### config.mk
export PLATFORM = sky130hd
export DESIGN_NAME = scc_ctrl
export DESIGN_NICKNAME = d
export VERILOG_FILES = /design/src/logic/scc_pkg.sv /design/src/logic/scc_sync2.sv /design/src/logic/scc_ctrl.sv
export SDC_FILE = /design/constraint.sdc
export NUM_CORES = 1
export LEC_CHECK = 0
export ABC_AREA = 1
export BUFFER_PORTS_ARGS = -buffer_cell sky130_fd_sc_hd__buf_4
export CAP_MARGIN = 5
export CORE_MARGIN = 2
export CORE_UTILIZATION = 43
export DETAILED_ROUTE_END_ITERATION = 7
export HOLD_SLACK_MARGIN = 0.02
export MAX_ROUTING_LAYER = met4
export PLACE_DENSITY = 0.91
export RECOVER_POWER = 50
export SYNTH_ARGS = -nofsm -noshare
export SYNTH_HDL_FRONTEND = slang
export SYNTH_SLANG_ARGS = --single-unit
### constraint.sdc
create_clock -name clk_sys -period 1.2 [get_ports clk_sys]
set_input_delay 0.06 -clock clk_sys [delete_from_list [all_inputs] [get_ports clk_sys]]
set_output_delay 0.06 -clock clk_sys [all_outputs]
set_load 0.01 [all_outputs]
### src/logic/scc_pkg.sv
`default_nettype none
package scc_pkg;

   // ----------------------------------------------------------------
   // Register map
   // ----------------------------------------------------------------
   localparam logic [7:0] CTRL_OFS   = 8'h00;
   localparam logic [7:0] MODE_OFS   = 8'h04;
   localparam logic [7:0] STAT_OFS   = 8'h08;
   localparam logic [7:0] CTRL_RST   = 8'h00;
   localparam logic [7:0] MODE_RST   = 8'h00;

   // ----------------------------------------------------------------
   // Control field positions
   // ----------------------------------------------------------------
   localparam int TX_IRQ_BIT  = 7;
   localparam int RX_IRQ_BIT  = 6;
   localparam int TXA_BIT  = 5;
   localparam int RXA_BIT  = 4;
   localparam int AFE_BIT  = 3;
   localparam int END_IRQ_BIT = 2;
   localparam int CKH_BIT  = 1;
   localparam int CKL_BIT  = 0;

   // ----------------------------------------------------------------
   // Mode field positions
   // ----------------------------------------------------------------
   localparam int SYNC_BIT = 7;
   localparam int MPF_BIT  = 2;
   localparam int SMC_BIT  = 0;

   // ----------------------------------------------------------------
   // Pin clock roles
   // ----------------------------------------------------------------
   typedef enum logic [1:0] {
      SCC_PIN_PORT,
      SCC_PIN_CLK_OUT,
      SCC_PIN_CLK_IN
   } scc_pin_role_t;

endpackage : scc_pkg
`default_nettype wire

### src/logic/scc_sync2.sv
`timescale 1ns/100ps
`default_nettype none
module scc_sync2 #(
   parameter int W = 1
) (
   // Clock and reset.
   input  wire logic         clk_sys,
   input  wire logic         srst,
   // Data.
   input  wire logic [W-1:0] d_in,
   output logic      [W-1:0] q_out
);

   logic [W-1:0] meta_ff;
   logic [W-1:0] sync_ff;
   logic [W-1:0] nxt_meta;
   logic [W-1:0] nxt_sync;

   always_comb begin
      nxt_meta = d_in;
      nxt_sync = meta_ff;
   end

   always_ff @(posedge clk_sys) begin
      if (srst) begin
         meta_ff <= '0;
         sync_ff <= '0;
      end else begin
         meta_ff <= nxt_meta;
         sync_ff <= nxt_sync;
      end
   end

   assign q_out = sync_ff;

endmodule : scc_sync2
`default_nettype wire

### src/logic/scc_ctrl.sv
// Our own choices: the AHB-Lite interface to the registers and the register addresses.
`timescale 1ns/100ps
`default_nettype none
module scc_ctrl (
   // Clock and reset.
   input  wire logic        clk_sys,
   input  wire logic        srst,
   // AHB-Lite slave.
   input  wire logic        hsel,
   input  wire logic [31:0] haddr,
   input  wire logic [1:0]  htrans,
   input  wire logic        hwrite,
   input  wire logic [2:0]  hsize,
   input  wire logic [31:0] hwdata,
   input  wire logic        hready,
   output logic      [31:0] hrdata,
   output logic             hreadyout,
   output logic             hresp,
   // Status conditions from the transfer engine.
   input  wire logic        tx_empty_cond,
   input  wire logic        rx_full_cond,
   input  wire logic        rx_error_cond,
   input  wire logic        tx_end_cond,
   // Received frame report from the receive engine.
   input  wire logic        rx_frame_done,
   input  wire logic        rx_frame_mpb,
   // Internal clocks.
   input  wire logic        brg_clk,
   input  wire logic        int_sync_clk,
   // Serial clock pin.
   input  wire logic        sck_in,
   output logic             sck_out,
   output logic             sck_oe,
   // Port function of the pin when it is a plain port.
   input  wire logic        port_out,
   input  wire logic        port_oe,
   output logic             port_in,
   // Engine controls.
   output logic             tx_go,
   output logic             rx_go,
   output logic             rx_store,
   output logic             ext_clk_sel,
   output logic             ext_clk,
   // Interrupt requests.
   output logic             tx_empty_irq,
   output logic             rx_full_irq,
   output logic             rx_error_irq,
   output logic             tx_end_irq
);

   // ----------------------------------------------------------------
   // Bus slave
   // ----------------------------------------------------------------
   logic [7:0]  serial_ctrl_reg_ff;
   logic [7:0]  nxt_ctrl;
   logic [7:0]  serial_mode_reg_ff;
   logic [7:0]  nxt_mode;
   logic        wr_pend_ff;
   logic        nxt_wr_pend;
   logic [7:0]  wr_addr_ff;
   logic [7:0]  nxt_wr_addr;
   logic [31:0] hrdata_ff;
   logic [31:0] nxt_hrdata;
   logic        sck_s;
   logic        smartcard_select;
   logic        async_mode;
   logic        addr_format_bit;
   logic        filt_active;
   logic        take;
   logic [7:0]  stat_word;

   scc_sync2 #(.W(1)) u_sck_sync (
      .clk_sys (clk_sys),
      .srst    (srst),
      .d_in    (sck_in),
      .q_out   (sck_s)
   );

   assign smartcard_select = serial_mode_reg_ff[scc_pkg::SMC_BIT];
   assign async_mode       = ~serial_mode_reg_ff[scc_pkg::SYNC_BIT];
   assign addr_format_bit  = serial_mode_reg_ff[scc_pkg::MPF_BIT];
   // Filtering only bites in async multiprocessor format.
   assign filt_active = serial_ctrl_reg_ff[scc_pkg::AFE_BIT] & async_mode
                        & addr_format_bit & ~smartcard_select;
   assign take = hsel & hready & htrans[1];
   assign stat_word = {4'h0, tx_end_cond, rx_error_cond, rx_full_cond,
                       tx_empty_cond};

   function automatic logic [31:0] rd_mux(input logic [7:0] a,
                                          input logic [7:0] c,
                                          input logic [7:0] m,
                                          input logic [7:0] s);
      logic [31:0] r;
      r = 32'h0000_0000;
      unique case (a)
         scc_pkg::CTRL_OFS: r = {24'h00_0000, c};
         scc_pkg::MODE_OFS: r = {24'h00_0000, m};
         scc_pkg::STAT_OFS: r = {24'h00_0000, s};
         default:           r = 32'h0000_0000;
      endcase
      return r;
   endfunction : rd_mux

   always_comb begin
      nxt_wr_pend = take & hwrite;
      nxt_wr_addr = take ? haddr[7:0] : wr_addr_ff;
      nxt_hrdata  = (take & ~hwrite) ?
                    rd_mux(haddr[7:0], serial_ctrl_reg_ff,
                           serial_mode_reg_ff, stat_word) : hrdata_ff;
      nxt_ctrl = serial_ctrl_reg_ff;
      nxt_mode = serial_mode_reg_ff;
      if (wr_pend_ff && wr_addr_ff == scc_pkg::MODE_OFS) begin
         nxt_mode = hwdata[7:0];
      end
      if (wr_pend_ff && wr_addr_ff == scc_pkg::CTRL_OFS) begin
         nxt_ctrl = hwdata[7:0];
      end
      // Hardware clear wins over a software write in the same cycle, so an
      // address frame is never missed.
      if (filt_active && rx_frame_done && rx_frame_mpb) begin
         nxt_ctrl[scc_pkg::AFE_BIT] = 1'b0;
      end
   end

   always_ff @(posedge clk_sys) begin
      if (srst) begin
         serial_ctrl_reg_ff <= scc_pkg::CTRL_RST;
         serial_mode_reg_ff <= scc_pkg::MODE_RST;
         wr_pend_ff         <= 1'b0;
         wr_addr_ff         <= 8'h00;
         hrdata_ff          <= 32'h0000_0000;
      end else begin
         serial_ctrl_reg_ff <= nxt_ctrl;
         serial_mode_reg_ff <= nxt_mode;
         wr_pend_ff         <= nxt_wr_pend;
         wr_addr_ff         <= nxt_wr_addr;
         hrdata_ff          <= nxt_hrdata;
      end
   end

   assign hrdata    = hrdata_ff;
   assign hreadyout = 1'b1;
   assign hresp     = 1'b0;

   // ----------------------------------------------------------------
   // Clock pin
   // ----------------------------------------------------------------
   scc_pkg::scc_pin_role_t role;
   logic                   ckh;
   logic                   ckl;
   logic                   ext_sel_ff;
   logic                   nxt_ext_sel;
   logic                   ext_clk_ff;
   logic                   nxt_ext_clk;
   logic                   sck_out_ff;
   logic                   nxt_sck_out;
   logic                   sck_oe_ff;
   logic                   nxt_sck_oe;
   logic                   port_in_ff;
   logic                   nxt_port_in;

   assign ckh = serial_ctrl_reg_ff[scc_pkg::CKH_BIT];
   assign ckl = serial_ctrl_reg_ff[scc_pkg::CKL_BIT];

   // The pin is resampled, so an outside clock reaches the engines three
   // cycles late; it must stay well below clk_sys.
   always_comb begin
      if (ckh) begin
         role = scc_pkg::SCC_PIN_CLK_IN;
      end else if (!async_mode || ckl) begin
         role = scc_pkg::SCC_PIN_CLK_OUT;
      end else begin
         role = scc_pkg::SCC_PIN_PORT;
      end
      nxt_ext_sel = (role == scc_pkg::SCC_PIN_CLK_IN);
      nxt_ext_clk = sck_s;
      nxt_sck_out = 1'b0;
      nxt_sck_oe  = 1'b0;
      nxt_port_in = 1'b0;
      unique case (role)
         scc_pkg::SCC_PIN_PORT: begin
            nxt_sck_out = port_out;
            nxt_sck_oe  = port_oe;
            nxt_port_in = sck_s;
         end
         scc_pkg::SCC_PIN_CLK_OUT: begin
            nxt_sck_out = async_mode ? brg_clk : int_sync_clk;
            nxt_sck_oe  = 1'b1;
         end
         scc_pkg::SCC_PIN_CLK_IN: begin
            nxt_sck_out = 1'b0;
            nxt_sck_oe  = 1'b0;
         end
         default: begin
            nxt_sck_out = 1'b0;
            nxt_sck_oe  = 1'b0;
         end
      endcase
   end

   always_ff @(posedge clk_sys) begin
      if (srst) begin
         ext_sel_ff <= 1'b0;
         ext_clk_ff <= 1'b0;
         sck_out_ff <= 1'b0;
         sck_oe_ff  <= 1'b0;
         port_in_ff <= 1'b0;
      end else begin
         ext_sel_ff <= nxt_ext_sel;
         ext_clk_ff <= nxt_ext_clk;
         sck_out_ff <= nxt_sck_out;
         sck_oe_ff  <= nxt_sck_oe;
         port_in_ff <= nxt_port_in;
      end
   end

   // ----------------------------------------------------------------
   // Engine controls and requests
   // ----------------------------------------------------------------
   logic       tx_go_ff;
   logic       nxt_tx_go;
   logic       rx_go_ff;
   logic       nxt_rx_go;
   logic       rx_store_ff;
   logic       nxt_rx_store;
   logic [3:0] irq_ff;
   logic [3:0] nxt_irq;

   always_comb begin
      nxt_tx_go = serial_ctrl_reg_ff[scc_pkg::TXA_BIT];
      nxt_rx_go = serial_ctrl_reg_ff[scc_pkg::RXA_BIT];
      // Frames with format bit zero are dropped while filtering.
      nxt_rx_store = rx_frame_done & serial_ctrl_reg_ff[scc_pkg::RXA_BIT]
                     & ~(filt_active & ~rx_frame_mpb);
      nxt_irq[0] = tx_empty_cond
                   & serial_ctrl_reg_ff[scc_pkg::TX_IRQ_BIT];
      nxt_irq[1] = rx_full_cond
                   & serial_ctrl_reg_ff[scc_pkg::RX_IRQ_BIT];
      nxt_irq[2] = rx_error_cond
                   & serial_ctrl_reg_ff[scc_pkg::RX_IRQ_BIT];
      nxt_irq[3] = tx_end_cond
                   & serial_ctrl_reg_ff[scc_pkg::END_IRQ_BIT];
   end

   always_ff @(posedge clk_sys) begin
      if (srst) begin
         tx_go_ff    <= 1'b0;
         rx_go_ff    <= 1'b0;
         rx_store_ff <= 1'b0;
         irq_ff      <= 4'h0;
      end else begin
         tx_go_ff    <= nxt_tx_go;
         rx_go_ff    <= nxt_rx_go;
         rx_store_ff <= nxt_rx_store;
         irq_ff      <= nxt_irq;
      end
   end

   assign tx_go        = tx_go_ff;
   assign rx_go        = rx_go_ff;
   assign rx_store     = rx_store_ff;
   assign ext_clk_sel  = ext_sel_ff;
   assign ext_clk      = ext_clk_ff;
   assign sck_out      = sck_out_ff;
   assign sck_oe       = sck_oe_ff;
   assign port_in      = port_in_ff;
   assign tx_empty_irq = irq_ff[0];
   assign rx_full_irq  = irq_ff[1];
   assign rx_error_irq = irq_ff[2];
   assign tx_end_irq   = irq_ff[3];

endmodule : scc_ctrl
`default_nettype wire

==> out/metrics.csv <==
metric,value,unit
average cell area after synthesis,7.621,µm²
clock input transition at the sequential cells of the worst setup and hold paths,0.08,ns
number of top-level design ports,131,
number of pins exceeding their max-slew limit in the final report,0,
"Hold Violations, Final",0,
Num Clock Sinks,47,
kind of start point of the critical path,flop,
fraction of the yosys area taken by sequential cells,43.32,%
largest family of logic cells by synthesized area,simple AND/OR/NAND/NOR gates,
share of layout cells above drive strength 1,23.10,%
critical setup path kind,flop to flop,
Design Power,2.955,mW
final critical-path share of the clock period,94.17,%
number of antenna violations at the first check in global routing,0,
placement-stage worst setup slack,0.01639,ns
area share of and/or/nand/nor cells after synthesis,28.11,%
initial standard-cell utilization of the core,45.39,%
RSZ-0062 raised after global routing,yes,
via count of the first global-routing pass,1737,
Post-Syn Instances,285,
maximum buffer depth of the clock tree,2,
placer's final routability congestion estimate,0.8401,
adder and majority gate portion of the synthesized area,0,%
clock skew after layout,0.003896,ns
worst reg-to-reg setup slack,0.07,ns
global-route congestion overflow total,0,
worst setup path startpoint,wr_addr_ff[3],
die span in y,75.07,µm
destination of the critical timing path,serial_mode_reg_ff[0],
status,"complete, no violations",
ratio of routed vias to standard cells,4.505,
Synth Area in Compound Gates,11.64,%
proportion of power drawn by the clock network,31.5,%
Total Wirelength,4459,µm
launch instance of the worst register-to-register path,wr_addr_ff[3],
antenna violation net count after detailed routing,0,
portion of netlist area occupied by mux cells,0,%
count of cell types in the netlist,27,
Antenna Cells,0,
Tot GR Track Use,17.70,%
die boundary width,75.07,µm
total die area,5636,µm²
worst supply voltage drop on vdd,0.0004732,V
final worst slack,0.07000,ns
first-pass GRT wire length,7438,µm
power per cell area,1072,nW/µm²
yosys warns,0,
floorplan row count,25,
number of violations reported at the end of detailed-routing iteration 0,89,
TritonCTS clock tree,yes,
number of instances on the worst hold path,3,
count of unresolved DRC violations after routing,0,
clock tree root driver cell,clkbuf_8,
number of detailed-routing iterations run before antenna repair,4,
area of the core,4786,µm²
worst r2r path cells,7,
reg-to-reg endpoint,serial_mode_reg_ff[0],
final net count,440,
Worst EP required,1.39,ns
# H-tree levels,2,
Switch Pwr,0.7222,mW
count of input and output buffers,52,
number of failing setup endpoints in the final timing report,0,
detailed-placement wirelength estimate,3459,µm
clk_lat worst skew,0.29,ns
proportion of total power due to net switching,24.44,%
synthesized area,2172,µm²
path type of the worst min-delay path,primary input to flop,
layout-stage area growth over the synthesis result,26.96,%
static leakage,1.233,nW
number of vias after detailed routing,1901,
wire length per cell,10.57,µm
Tmin final,1.130,ns
arrival time at the worst endpoint,1.32,ns
biggest fanout along the worst timing path,8,
number of storage elements in the synthesis netlist,47,
pin count of the biggest net entering global routing,26,
Comb power frac,14.2,%
highest clock rate,0.8850,GHz
Worst setup EP type,flop,
number of clock buffers inserted by TritonCTS,5,
max-capacitance violation count,0,
sequential fraction of design power,54.3,%
xor and xnor fraction of the mapped netlist area,0,%
Internal Pwr Total,2.233,mW
-- worst max-delay path, cell delays in order (launching register included) --
cell and delay, ns:
dfxtp_1 0.31, inv_2 0.07, nand4_4 0.13, nor3_4 0.18, buf_6 0.16, nand3b_1 0.08
nand2_1 0.06, nor2_1 0.04
-- power by group through the flow --
stage,logic [mW],clock network (mW),registers (mW)
after CTS,0.407,0.953,1.60
after detailed placement,0.362,0,1.64
after global routing,0.467,1.01,1.61
after global placement,0.353,0,1.64
final,0.418,0.932,1.60
after floorplan,0.292,0,1.64
-- sequential cells by signal, indices dropped and copies added, names as in the netlist --
register / flops
sck_out: 1
serial_mode_reg_ff: 8
serial_ctrl_reg_ff: 8
u_sck_sync.meta_ff: 1
sck_oe: 1
hrdata: 8
tx_go: 1
ext_clk_sel: 1
rx_store: 1
wr_addr_ff: 8
wr_pend_ff: 1
rx_go: 1
irq_ff: 4
ext_clk: 1
port_in: 1
u_sck_sync.q_out: 1
-- metal layers --
metal	share of wire, %	global-route usage, %	wire length [µm]
met1	44	20.28	1966
met2	48	29.14	2119
met3	6.9	6.024	308
met4	1.4	5.556	64
met5	0	-	0
-- cell type report --
cell class | instances | area [µm²]
clock buffer | 6 | 82.58
multi-input combinational | 200 | 972.2
sequential | 47 | 942.2
inverter | 27 | 101.3
timing repair buffer | 74 | 570.5
fill | 430 | 2028
clock inverter | 1 | 5.005
tap | 67 | 83.83
-- what timing repair did --
item | in CTS | in global routing
setup endpoints to repair | 1 | 16
pin swaps | 0 | 2
buffers inserted | 0 | 1
hold endpoints to repair | 14 | 0
hold buffers | 15 | 0
resized for setup | 1 | 7
-- cell families after synthesis --
family                 after synthesis
buffers and inverters               62
AND/OR/NAND/NOR                    125
other                                2
AO/OA/AOI/OAI                       49
flip-flops                          47
-- placed cells by master, fill, tap and decap left out, drive strengths merged --
| cell | netlist | layout |
|---|---|---|
| nand2 | 51 | 51 |
| dfxtp | 47 | 47 |
| buf | 33 | 46 |
| nor2 | 41 | 41 |
| a21oi | 32 | 32 |
| inv | 27 | 27 |
| conb | 2 | 26 |
| nand3 | 19 | 19 |
| clkbuf | 2 | 19 |
| dlygate4sd3 | 0 | 15 |
| o21ai | 15 | 15 |
| nand3b | 11 | 11 |
| nand4 | 1 | 1 |
| nor3 | 1 | 1 |
| a31oi | 1 | 1 |
| and3 | 1 | 1 |
| o211ai | 1 | 1 |
| clkinv | 0 | 1 |
-- synthesized netlist by cell type --
cell type  instances  share of area, %
nor2_4             4               2.1
nor2_2             2              0.58
buf_2              2              0.46
clkbuf_4           1              0.35
o21ai_0            8               1.8
o21ai_1            7               1.6
buf_1              2              0.35
a21oi_2            1              0.40
buf_4             26               9.0
nand2_2            2              0.58
nor2_1            35               6.0
and3_1             1              0.29
buf_6              3               1.6
a31oi_1            1              0.29
nand3b_2           1              0.52
nor3_4             1              0.75
a21oi_1           31               7.1
nand4_4            1              0.98
inv_2              7               1.2
clkbuf_2           1              0.23
nand3b_1          10               3.5
o211ai_1           1              0.35
inv_1             20               3.5
conb_1             2              0.35
dfxtp_1           47                43
nand2_1           49               8.5
nand3_1           19               4.4
-- worst min path at each step --
| stage | from | endpoint | slack, ns |
|---|---|---|---|
| global route | rx_full_cond | irq_ff[1] | 0.02 |
| CTS | hwdata[7] | serial_ctrl_reg_ff[7] | 0.02 |
| global placement | sck_in | u_sck_sync.meta_ff | 0.27 |
| floorplan | sck_in | u_sck_sync.meta_ff | 0.17 |
| finish | hwdata[7] | serial_ctrl_reg_ff[7] | 0.02 |
| detailed placement | sck_in | u_sck_sync.meta_ff | 0.28 |
-- stage by stage --
stage | hold WS (ns) | cells | TNS (ns) | utilization (%) | area [µm²]
CTS | 0.02129 | 421 | 0 | 57.86 | 2769
floorplan | 0.1670 | 309 | 0 | - | 2262
global route | 0.02029 | 422 | -0.1692 | 57.62 | 2758
global placement | 0.2734 | 399 | 0 | 52.71 | 2522
detailed placement | 0.2792 | 399 | 0 | 52.71 | 2522
finish | 0.02054 | 422 | 0 | 57.62 | 2758
Power figures use the tool's default switching activity.
